File: config.mk
export PLATFORM = sky130hd
export DESIGN_NAME = pac_device_flat
export DESIGN_NICKNAME = d
export VERILOG_FILES = /design/src/rtl/pac_pkg.sv /design/src/rtl/pac_if.sv /design/src/rtl/pac_device.sv /design/src/flat_wrapper.sv
export VERILOG_INCLUDE_DIRS = /design/src /design/src/rtl
export SDC_FILE = /design/constraint.sdc
export NUM_CORES = 1
export LEC_CHECK = 0
export BUFFER_PORTS_ARGS = -buffer_cell sky130_fd_sc_hd__buf_2
export CORE_AREA = 2 2 77 79
export CTS_CLUSTER_DIAMETER = 200
export DETAILED_ROUTE_END_ITERATION = 8
export DIE_AREA = 0 0 79 81
export PLACE_DENSITY = 0.65
export SLEW_MARGIN = 20
export SYNTH_ARGS = -nofsm -noshare
export SYNTH_HDL_FRONTEND = slang
export SYNTH_SLANG_ARGS = --single-unit
export TNS_END_PERCENT = 20
File: constraint.sdc
create_clock -name clock -period 4.35 [get_ports clock]
set_clock_uncertainty 0.05 [all_clocks]
set_input_delay 0.435 -clock clock [delete_from_list [all_inputs] [get_ports clock]]
set_output_delay 0.435 -clock clock [all_outputs]
set_load 0.02 [all_outputs]
File: src/rtl/pac_defs.svh
// Constants shared by both ends of the converter control link
`ifndef PAC_DEFS_SVH
`define PAC_DEFS_SVH

// Result width and channel address width
`define PAC_DATA_W      12
`define PAC_ADDR_W      2
// Clock periods per sample, and the counter width that holds them
`define PAC_CONV_CYCLES 16
`define PAC_CNT_W       5
// Channel codes, high bit then low bit
`define PAC_CH0         2'h0
`define PAC_CH1         2'h1
`define PAC_CH2         2'h2
`define PAC_CH3         2'h3
// Host write strobe width in clock cycles, minus one
`define PAC_STROBE_CYC  3'h2
// Host settle count before it first looks at busy, minus one
`define PAC_SETTLE_CYC  3'h7

`endif

File: src/rtl/pac_pkg.sv
// Types shared by both ends of the converter control link
package pac_pkg;
  // Device conversion state
  typedef enum logic [0:0] {
    PAC_IDLE = 1'b0,
    PAC_CONV = 1'b1
  } pac_dev_state_e;
  // Host bus cycle state
  typedef enum logic [2:0] {
    PAC_H_IDLE  = 3'b000,
    PAC_H_WRITE = 3'b001,
    PAC_H_WAIT  = 3'b010,
    PAC_H_READ  = 3'b011,
    PAC_H_GAP   = 3'b100
  } pac_host_state_e;
endpackage

File: src/rtl/pac_if.sv
// Parallel host bus joining host and converter control
`include "pac_defs.svh"
interface pac_if;
  // Host-driven strobes, all active low
  logic                    cs_n;
  logic                    wr_n;
  logic                    rd_n;
  // Channel address pins
  logic                    chan_addr_hi;
  logic                    chan_addr_lo;
  // Conversion status, low while converting
  logic                    busy_n;
  // Tri-state result bus as output, enable and resolved level
  logic [`PAC_DATA_W-1:0]  data_out;
  logic                    data_oe;
  logic [`PAC_DATA_W-1:0]  data_in;

  // Resolved bus: undriven lines read as zero in this model
  assign data_in = data_oe ? data_out : '0;

  // Converter end
  modport device (
    input  cs_n, wr_n, rd_n, chan_addr_hi, chan_addr_lo,
    output busy_n, data_out, data_oe
  );
  // Host end
  modport host (
    output cs_n, wr_n, rd_n, chan_addr_hi, chan_addr_lo,
    input  busy_n, data_in, data_oe
  );
endinterface

File: src/rtl/pac_device.sv
// Converter end: strobe decode, channel latch, busy and result bus
// *****************************************************************
// What this block does
// - Drive data only under chip select and read
// - Strobes count only with chip select low
// - Chip select plus write starts conversion
// - Conversion start floats the data outputs
// - Write cycle picks next sampled channel
// - Busy low for whole conversion
// - Busy rises at finish, enabling reads
// - Each sample lasts sixteen enabled clock periods
// - Address latched on read or write rise
// - Address code high-low selects inputs zero-three
// - Data line zero carries result LSB
// *****************************************************************
`include "pac_defs.svh"
module pac_device #(
  parameter int CONV_CYCLES = `PAC_CONV_CYCLES
) (
  // Clock, enable and reset
  input  wire logic                   clock,
  input  wire logic                   clk_en,
  input  wire logic                   rst_n,
  // Host bus
  pac_if.device                       bus,
  // Analog core side: sampled channel and finished result
  input  wire logic [`PAC_DATA_W-1:0] core_result,
  output logic      [`PAC_ADDR_W-1:0] sample_chan,
  output logic                        sample_start
);

  // *****************************************************************
  // Pin synchronisers
  // *****************************************************************
  logic [4:0] meta_q;   // First stage, read by sync_q only
  logic [4:0] sync_q;   // {cs_n, wr_n, rd_n, hi, lo} safe copies
  logic       cs_n_q;   // Previous synced chip select
  logic       wr_n_q;   // Previous synced write strobe
  logic       rd_n_q;   // Previous synced read strobe

  // Two flops on each host pin; strobes idle high
  always_ff @(posedge clock or negedge rst_n) begin
    if (!rst_n) begin
      meta_q <= 5'h1C;
      sync_q <= 5'h1C;
    end else if (clk_en) begin
      meta_q <= {bus.cs_n, bus.wr_n, bus.rd_n,
                 bus.chan_addr_hi, bus.chan_addr_lo};
      sync_q <= meta_q;
    end
  end

  // Strobe and select history for edge detection; select is kept too
  // because hosts often lift select in the same cycle as a strobe, and
  // the rise must still count as a selected one
  always_ff @(posedge clock or negedge rst_n) begin
    if (!rst_n) begin
      cs_n_q <= 1'b1;
      wr_n_q <= 1'b1;
      rd_n_q <= 1'b1;
    end else if (clk_en) begin
      cs_n_q <= sync_q[4];
      wr_n_q <= sync_q[3];
      rd_n_q <= sync_q[2];
    end
  end

  // *****************************************************************
  // Strobe decode
  // *****************************************************************
  logic cs_act;      // Chip select held low
  logic wr_fall;     // Write strobe just went low under select
  logic wr_rise;     // Write strobe rising edge under select
  logic rd_rise;     // Read strobe rising edge under select
  logic rd_qual;     // Qualified read in progress

  // A strobe rise counts when select was low while the strobe was
  // still low; testing select at the rise itself would miss every
  // cycle in which the host lifts select and strobe together, and
  // the channel would then never be latched
  function automatic logic strobe_rose(input logic sel_n_was,
                                       input logic stb_n_now,
                                       input logic stb_n_was);
    strobe_rose = !sel_n_was && stb_n_now && !stb_n_was;
  endfunction

  assign cs_act  = !sync_q[4];
  assign wr_fall = cs_act && !sync_q[3] && wr_n_q;
  assign wr_rise = strobe_rose(cs_n_q, sync_q[3], wr_n_q);
  assign rd_rise = strobe_rose(cs_n_q, sync_q[2], rd_n_q);
  assign rd_qual = cs_act && !sync_q[2];

  // *****************************************************************
  // Channel address latch
  // *****************************************************************
  logic [`PAC_ADDR_W-1:0] chan_q;   // Channel for the next sample

  // High pin is the MSB, so code 2 is input two
  always_ff @(posedge clock or negedge rst_n) begin
    if (!rst_n) begin
      chan_q <= `PAC_CH0;
    end else if (clk_en && (wr_rise || rd_rise)) begin
      chan_q <= sync_q[1:0];
    end
  end

  // *****************************************************************
  // Conversion sequencer
  // *****************************************************************
  pac_pkg::pac_dev_state_e state_q;
  logic [`PAC_CNT_W-1:0]   cnt_q;    // Clock periods spent converting
  logic                    last_cyc; // Final period of the sample
  logic                    conv_end; // Final period of a running sample

  assign last_cyc = (cnt_q == `PAC_CNT_W'(CONV_CYCLES - 1));
  // One decode shared by busy and result capture; the two agree on the cycle in
  // which a sample ends, except when a new write falls in it and keeps busy low
  assign conv_end = (state_q == pac_pkg::PAC_CONV) && last_cyc;

  // A new write restarts even a running conversion, as on the pins
  always_ff @(posedge clock or negedge rst_n) begin
    if (!rst_n) begin
      state_q <= pac_pkg::PAC_IDLE;
      cnt_q   <= '0;
    end else if (clk_en) begin
      if (wr_fall) begin
        state_q <= pac_pkg::PAC_CONV;
        cnt_q   <= '0;
      end else begin
        case (state_q)
          pac_pkg::PAC_IDLE: begin
            cnt_q <= '0;
          end
          pac_pkg::PAC_CONV: begin
            if (last_cyc) begin
              state_q <= pac_pkg::PAC_IDLE;
            end else begin
              cnt_q <= cnt_q + `PAC_CNT_W'(1);
            end
          end
          default: begin
            state_q <= pac_pkg::PAC_IDLE;
          end
        endcase
      end
    end
  end

  // Sample channel: the one latched before this write started
  always_ff @(posedge clock or negedge rst_n) begin
    if (!rst_n) begin
      sample_chan  <= `PAC_CH0;
      sample_start <= 1'b0;
    end else if (clk_en) begin
      sample_start <= wr_fall;
      if (wr_fall) begin
        sample_chan <= chan_q;
      end
    end
  end

  // Busy low from start to finish, then high
  always_ff @(posedge clock or negedge rst_n) begin
    if (!rst_n) begin
      bus.busy_n <= 1'b1;
    end else if (clk_en) begin
      if (wr_fall) begin
        bus.busy_n <= 1'b0;
      end else if (conv_end) begin
        bus.busy_n <= 1'b1;
      end
    end
  end

  // *****************************************************************
  // Result register and output bus
  // *****************************************************************
  logic [`PAC_DATA_W-1:0] result_q;   // Last finished conversion

  // Result taken as busy rises; bit 0 is the LSB
  always_ff @(posedge clock or negedge rst_n) begin
    if (!rst_n) begin
      result_q <= '0;
    end else if (clk_en && conv_end) begin
      result_q <= core_result;
    end
  end

  // Drivers on only for a qualified read while not converting
  always_ff @(posedge clock or negedge rst_n) begin
    if (!rst_n) begin
      bus.data_oe  <= 1'b0;
      bus.data_out <= '0;
    end else if (clk_en) begin
      if (wr_fall || state_q == pac_pkg::PAC_CONV) begin
        bus.data_oe <= 1'b0;
      end else begin
        bus.data_oe <= rd_qual;
      end
      // Data follows the result always; the enable alone gates the pins,
      // so the word is already settled when the drivers turn on
      bus.data_out <= result_q;
    end
  end

endmodule

File: src/flat_wrapper.sv
// flat-port wrapper written by rule: the top's interface ports become plain ports
module pac_device_flat 
#(
  parameter int CONV_CYCLES = `PAC_CONV_CYCLES
)
  (clock, clk_en, rst_n, core_result, sample_chan, sample_start, bus_cs_n, bus_wr_n, bus_rd_n, bus_chan_addr_hi, bus_chan_addr_lo, bus_busy_n, bus_data_out, bus_data_oe);
  pac_if bus_i ();
  input  wire logic clock;
  input  wire logic clk_en;
  input  wire logic rst_n;
  input  wire logic [`PAC_DATA_W-1:0] core_result;
  output logic      [`PAC_ADDR_W-1:0] sample_chan;
  output logic sample_start;
  input wire logic [$bits(bus_i.cs_n)-1:0] bus_cs_n;
  input wire logic [$bits(bus_i.wr_n)-1:0] bus_wr_n;
  input wire logic [$bits(bus_i.rd_n)-1:0] bus_rd_n;
  input wire logic [$bits(bus_i.chan_addr_hi)-1:0] bus_chan_addr_hi;
  input wire logic [$bits(bus_i.chan_addr_lo)-1:0] bus_chan_addr_lo;
  output wire logic [$bits(bus_i.busy_n)-1:0] bus_busy_n;
  output wire logic [$bits(bus_i.data_out)-1:0] bus_data_out;
  output wire logic [$bits(bus_i.data_oe)-1:0] bus_data_oe;
  assign bus_i.cs_n = bus_cs_n;
  assign bus_i.wr_n = bus_wr_n;
  assign bus_i.rd_n = bus_rd_n;
  assign bus_i.chan_addr_hi = bus_chan_addr_hi;
  assign bus_i.chan_addr_lo = bus_chan_addr_lo;
  assign bus_busy_n = bus_i.busy_n;
  assign bus_data_out = bus_i.data_out;
  assign bus_data_oe = bus_i.data_oe;
  pac_device #(.CONV_CYCLES(CONV_CYCLES)) u_core (.clock(clock), .clk_en(clk_en), .rst_n(rst_n), .bus(bus_i), .core_result(core_result), .sample_chan(sample_chan), .sample_start(sample_start));
endmodule
==> After elaboration in Yosys (flattened, before gate mapping) <==
Cells that the tools add are included.
{ "totals": {"regBits": 50, "inputBits": 20, "output_inout_bits": 17, "wordCells": 49} }
{ "op_classes": {"add_sub_neg": 1, "n_eq_ne": 2, "mux": 9, "bitwise": 1, "n_reduce_logical": 22} }
{ "ops": {"columns": ["operator", "count"], "rows": [
  ["logical AND 1 bit", 10],
  ["two-way mux 5 bit", 2],
  ["case mux 5 bit (2 select lines)", 1],
  ["zero test 1 bit", 6],
  ["two-way mux 1 bit", 6],
  ["AND reduction 2 bit", 3],
  ["adder 5 x 1 -> 5 bit, second input constant", 1],
  ["equality test 5 x 4 -> 1 bit, second input constant", 1],
  ["!= test 3 x 2 -> 1 bit, second input constant", 1],
  ["logical OR 1 bit", 2],
  ["nonzero test 2 bit", 1],
  ["inverter 1 bit", 1]
]} }

==> Depth between registers and ports, before layout <==
{ "logic_depth": {"depth_word": 5, "depth_mapped": 6, "depth_no_buf": 6} }

==> Worst setup path before layout <==
No wires, ideal clock.
{ "synth_path": {"path_type": "reg2reg", "start": "register u_core.cnt_q[0]", "end": "register u_core.cnt_q[3]", "setup_time_ps": 69, "arrival_time_ps": 1667, "required_time_ps": 4231, "slack_ps": 2565, "stages_incl_launch_ff": 7, "synth_period_minus_slack_ps": 1785, "cell_sequence": "dfrtp_1 -> ha_1 -> and3_1 -> ha_1 -> nand4b_1 -> or4_1 -> nand3_1"} }
{ "synth_via": {"elab_chain_cells": 4} }
{ "synth_rtl": {"columns": ["element", "line", "rtl"], "rows": [
  ["start: declaration", "pac_device.sv:111", "logic [`PAC_CNT_W-1:0] cnt_q;"],
  ["start signal: assignment", "pac_device.sv:138", "cnt_q <= cnt_q + `PAC_CNT_W'(1);"],
  ["adder 5 x 1 -> 5 bit", "pac_device.sv:138", null],
  ["two-way mux 5 bit", "pac_device.sv:135", "if (last_cyc) begin"],
  ["case mux 5 bit (2 select lines)", "pac_device.sv:130", "case (state_q)"],
  ["two-way mux 5 bit", "pac_device.sv:126", "if (wr_fall) begin"]
]} }
Several ways; a longest one is shown, not always the timed one. The select of a mux whose other input is x is not followed.
A chain may end at the register's enable or synchronous reset.

==> Final worst setup path <==
{ "layout_path": {"start": "register u_core.cnt_q[0]", "end": "register u_core.result_q[11]"} }
{ "layout_via": {"elab_chain_cells": 3} }
{ "layout_rtl": {"columns": ["element", "line", "rtl"], "rows": [
  ["equality test 5 x 4 -> 1 bit", "pac_device.sv:115", "assign last_cyc = (cnt_q == `PAC_CNT_W'(CONV_CYCLES - 1));"],
  ["logical AND 1 bit", "pac_device.sv:118", "assign conv_end = (state_q == pac_pkg::PAC_CONV) && last_cyc;"],
  ["logical AND 1 bit", "pac_device.sv:184", "end else if (clk_en && conv_end) begin"],
  ["end signal: assignment", "pac_device.sv:185", "result_q <= core_result;"],
  ["end: declaration", "pac_device.sv:178", "logic [`PAC_DATA_W-1:0] result_q;"]
]} }
No other way between the ends.

==> results.cfg <==
[status]
status = complete, no violations

[floorplanning]
rows = 28
design.core.area_um2 = 5680
dieWidth_um = 79
dieArea_um2 = 6400
start_util_pct = 35.8
die_height_um = 81
io_pins = 37

[worst_setup_path]
crit_path_max_incr_delay_ns = 0.43
worstSetupPathType = reg2reg
critPathCaptureType = register
critical_path_required_ns = 4.48
worstPathCellList = ha_1, and3_1, ha_1, nand3_2, mux2_1
crit_arrival_ns = 2.12
crit_top_cell = ha_1
critPathSlowestCell = mux2_1
critPathBufInv = 0
worst-path-max-fanout = 12
worstSetupStartpointType = register
cp_top_family = simple AND/OR/NAND/NOR gates

[routing]
ant_nets = 0
viasPerCell = 4.74
drc = 0
wl_mm = 3.34
first_iter_violations = 37
routed-via-count = 1186
drtPass1Iterations = 4
wl_per_cell_um = 13.4

[grt]
antenna_found_initial = 0
grt_pass1_vias = 1229
overflow = 0
grt_pass1_wl_mm = 5.69
grt_usage_pct = 11.6
grt_max_degree = 51

[finish]
seq_area_um2 = 1260
layout-drive-gt1-share_pct = 53.7
diodes = 0
multiInputGateArea_um2 = 721
area_growth_pct = 15.8
final_cells = 250
nFillCells = 555
utilization_pct = 41.4
layout.nets = 196

[clocking]
cts_hold_repair.buffers = 0
clockBufferDepth = 2
cts_resized = 0
cts_max_level = 2
clk_pin_slew_ns = 0.09
insertion_delay_ns = 0.30
cts_root_buf = clkbuf_8
cts_buffers = 5
numClockSinks = 50
cts_setup_buffers = 0
cts_tree = done

[timing]
tightest_slew_ns = 0.770
fin_crit_sh_pct = 45.9
finalSetupViolCount = 0
fmax_mhz = 501
min_period_ns = 1.99
hold_violations = 0
tns_ns = 0
slew_headroom_pct = 48.7
slew_viol_final = 0
rsz0062_at_grt = no

[placed_design]
dpl.hpwl_mm = 2.25
port_buffers = 36
dp_cells = 242
routabilityCongestion = 0.701

[yosys]
synth-edff-count = 0
ys_async_sr_fraction_pct = 100
synthCells = 137
synth-seq-area-share_pct = 62.2
ys.warnings.count = 0
synth_cell_types = 27
avgSynthCellArea_um2 = 14.8
syn-num-nets = 159
ys_ff_latch = 50
syn-cell-area_um2 = 2030
synth_flop_cell = dfrtp_1

[min_path]
hp-class = in2async

[power]
powerDensity_nw_per_um2 = 537
irDropWorstVdd_mv = 0.184
power_leakage_nw = 1.14

[run]
max-cap-violations = 0
## sequential cells by signal, indices dropped and copies added, names as in the netlist, 2 cells and up
name / flops
u_core.bus.data_out: 12
u_core.result_q: 12
u_core.cnt_q: 5
u_core.meta_q: 5
u_core.sample_chan: 2
u_core.sync_q: 5
u_core.chan_q: 2
## worst register-to-register path, delay by kind of cell, from the launching register on
| kind | cells | cell delay, ns |
|---|---|---|
| and+or+nand+nor | 2 | 0.51 |
| muxes | 1 | 0.43 |
| adders and majority gates | 2 | 0.49 |
| DFF | 1 | 0.40 |
## cells in the mapped netlist, types with 2 or more instances
cell type,count,area (µm²)
nand2_2,2,12.5
a21oi_1,2,10.0
mux2_1,3,33.8
nand4b_1,3,26.3
ha_1,2,25.0
dfstp_2,10,263
dfrtp_1,40,1000
mux2_2,39,439
o21ai_0,2,10.0
or4_1,2,15.0
buf_2,3,15.0
nand3_1,2,10.0
inv_1,3,11.3
nand2_1,5,18.8
nand2b_1,6,37.5
buf_4,2,15.0
## kinds of logic (layout without fill, tap and decap cells)
family | count (synthesis) | in the layout | share of synthesized area (%)
compound gates | 9 | 9 | 2.77
fa+ha+maj | 2 | 2 | 1.23
buf+inv | 9 | 47 | 2.28
flops | 50 | 50 | 62.2
mux | 42 | 42 | 23.3
simple gates | 25 | 25 | 8.20
## worst paths after layout
kind | startpoint | to | slack [ns] | cells after the start
min | rst_n | u_core.sync_q[1]$_DFFE_PN0P_ | 0.1 | 1
min in group clock | bus_chan_addr_hi | u_core.meta_q[1]$_DFFE_PN0P_ | 0.32 | 2
max in group asynchronous | rst_n | u_core.result_q[2]$_DFFE_PN0P_ | 3.74 | 1
max reg2reg | u_core.cnt_q[0]$_DFFE_PN0P_ | u_core.result_q[11]$_DFFE_PN0P_ | 2.36 | 5
max | u_core.cnt_q[0]$_DFFE_PN0P_ | u_core.result_q[11]$_DFFE_PN0P_ | 2.36 | 5
min reg2reg | u_core.cnt_q[4]$_DFFE_PN0P_ | u_core.cnt_q[4]$_DFFE_PN0P_ | 0.44 | 1
## metrics by stage
step           setup WS (ns)  hold WS, ns  power, mW  area (µm²)
2_1_floorplan           2.56       0.0894      0.914        2030
3_3_place_gp            2.30        0.410       1.02        2270
3_5_place_dp            2.23        0.416       1.02        2270
4_1_cts                 2.33        0.302       1.29        2350
5_1_grt                 2.16        0.149       1.35        2350
6_report                2.36       0.0970       1.26        2350
## final cells by class
cell class                      instances  share of cell area, %
Sequential cell                        50                   53.7
Multi-Input combinational cell         78                   30.6
Timing Repair Buffer                   36                   7.77
Tap cell                               75                   3.99
Clock buffer                            8                   3.40
Inverter                                3                  0.479
## routing by layer
metal  GRT usage (%)  vias up  wire length [µm]
met2            18.4       30              1590
met3            2.78        6               172
li1                -      558                 -
met5               0        -                 0
met1            14.6      592              1500
met4            6.72        0                79
## cells in the final DEF (no fill, tap or decap), drive strengths merged, types with 2 or more instances in the layout
| cell type | count |
|---|---|
| nand4b | 3 |
| buf | 36 |
| mux2 | 42 |
| ha | 2 |
| or4 | 2 |
| nand3 | 3 |
| dfstp | 10 |
| nand2 | 7 |
| a21oi | 2 |
| nand2b | 6 |
| clkbuf | 8 |
| inv | 3 |
| dfrtp | 40 |
| o21ai | 3 |
## power by group
part	switching (mW)	internal, mW	leakage, nW
logic	0.166	0.158	0.475
registers	0.0819	0.603	0.625
clock network	0.139	0.114	0.0395
total	0.386	0.876	1.14
Power figures use the tool's default switching activity.
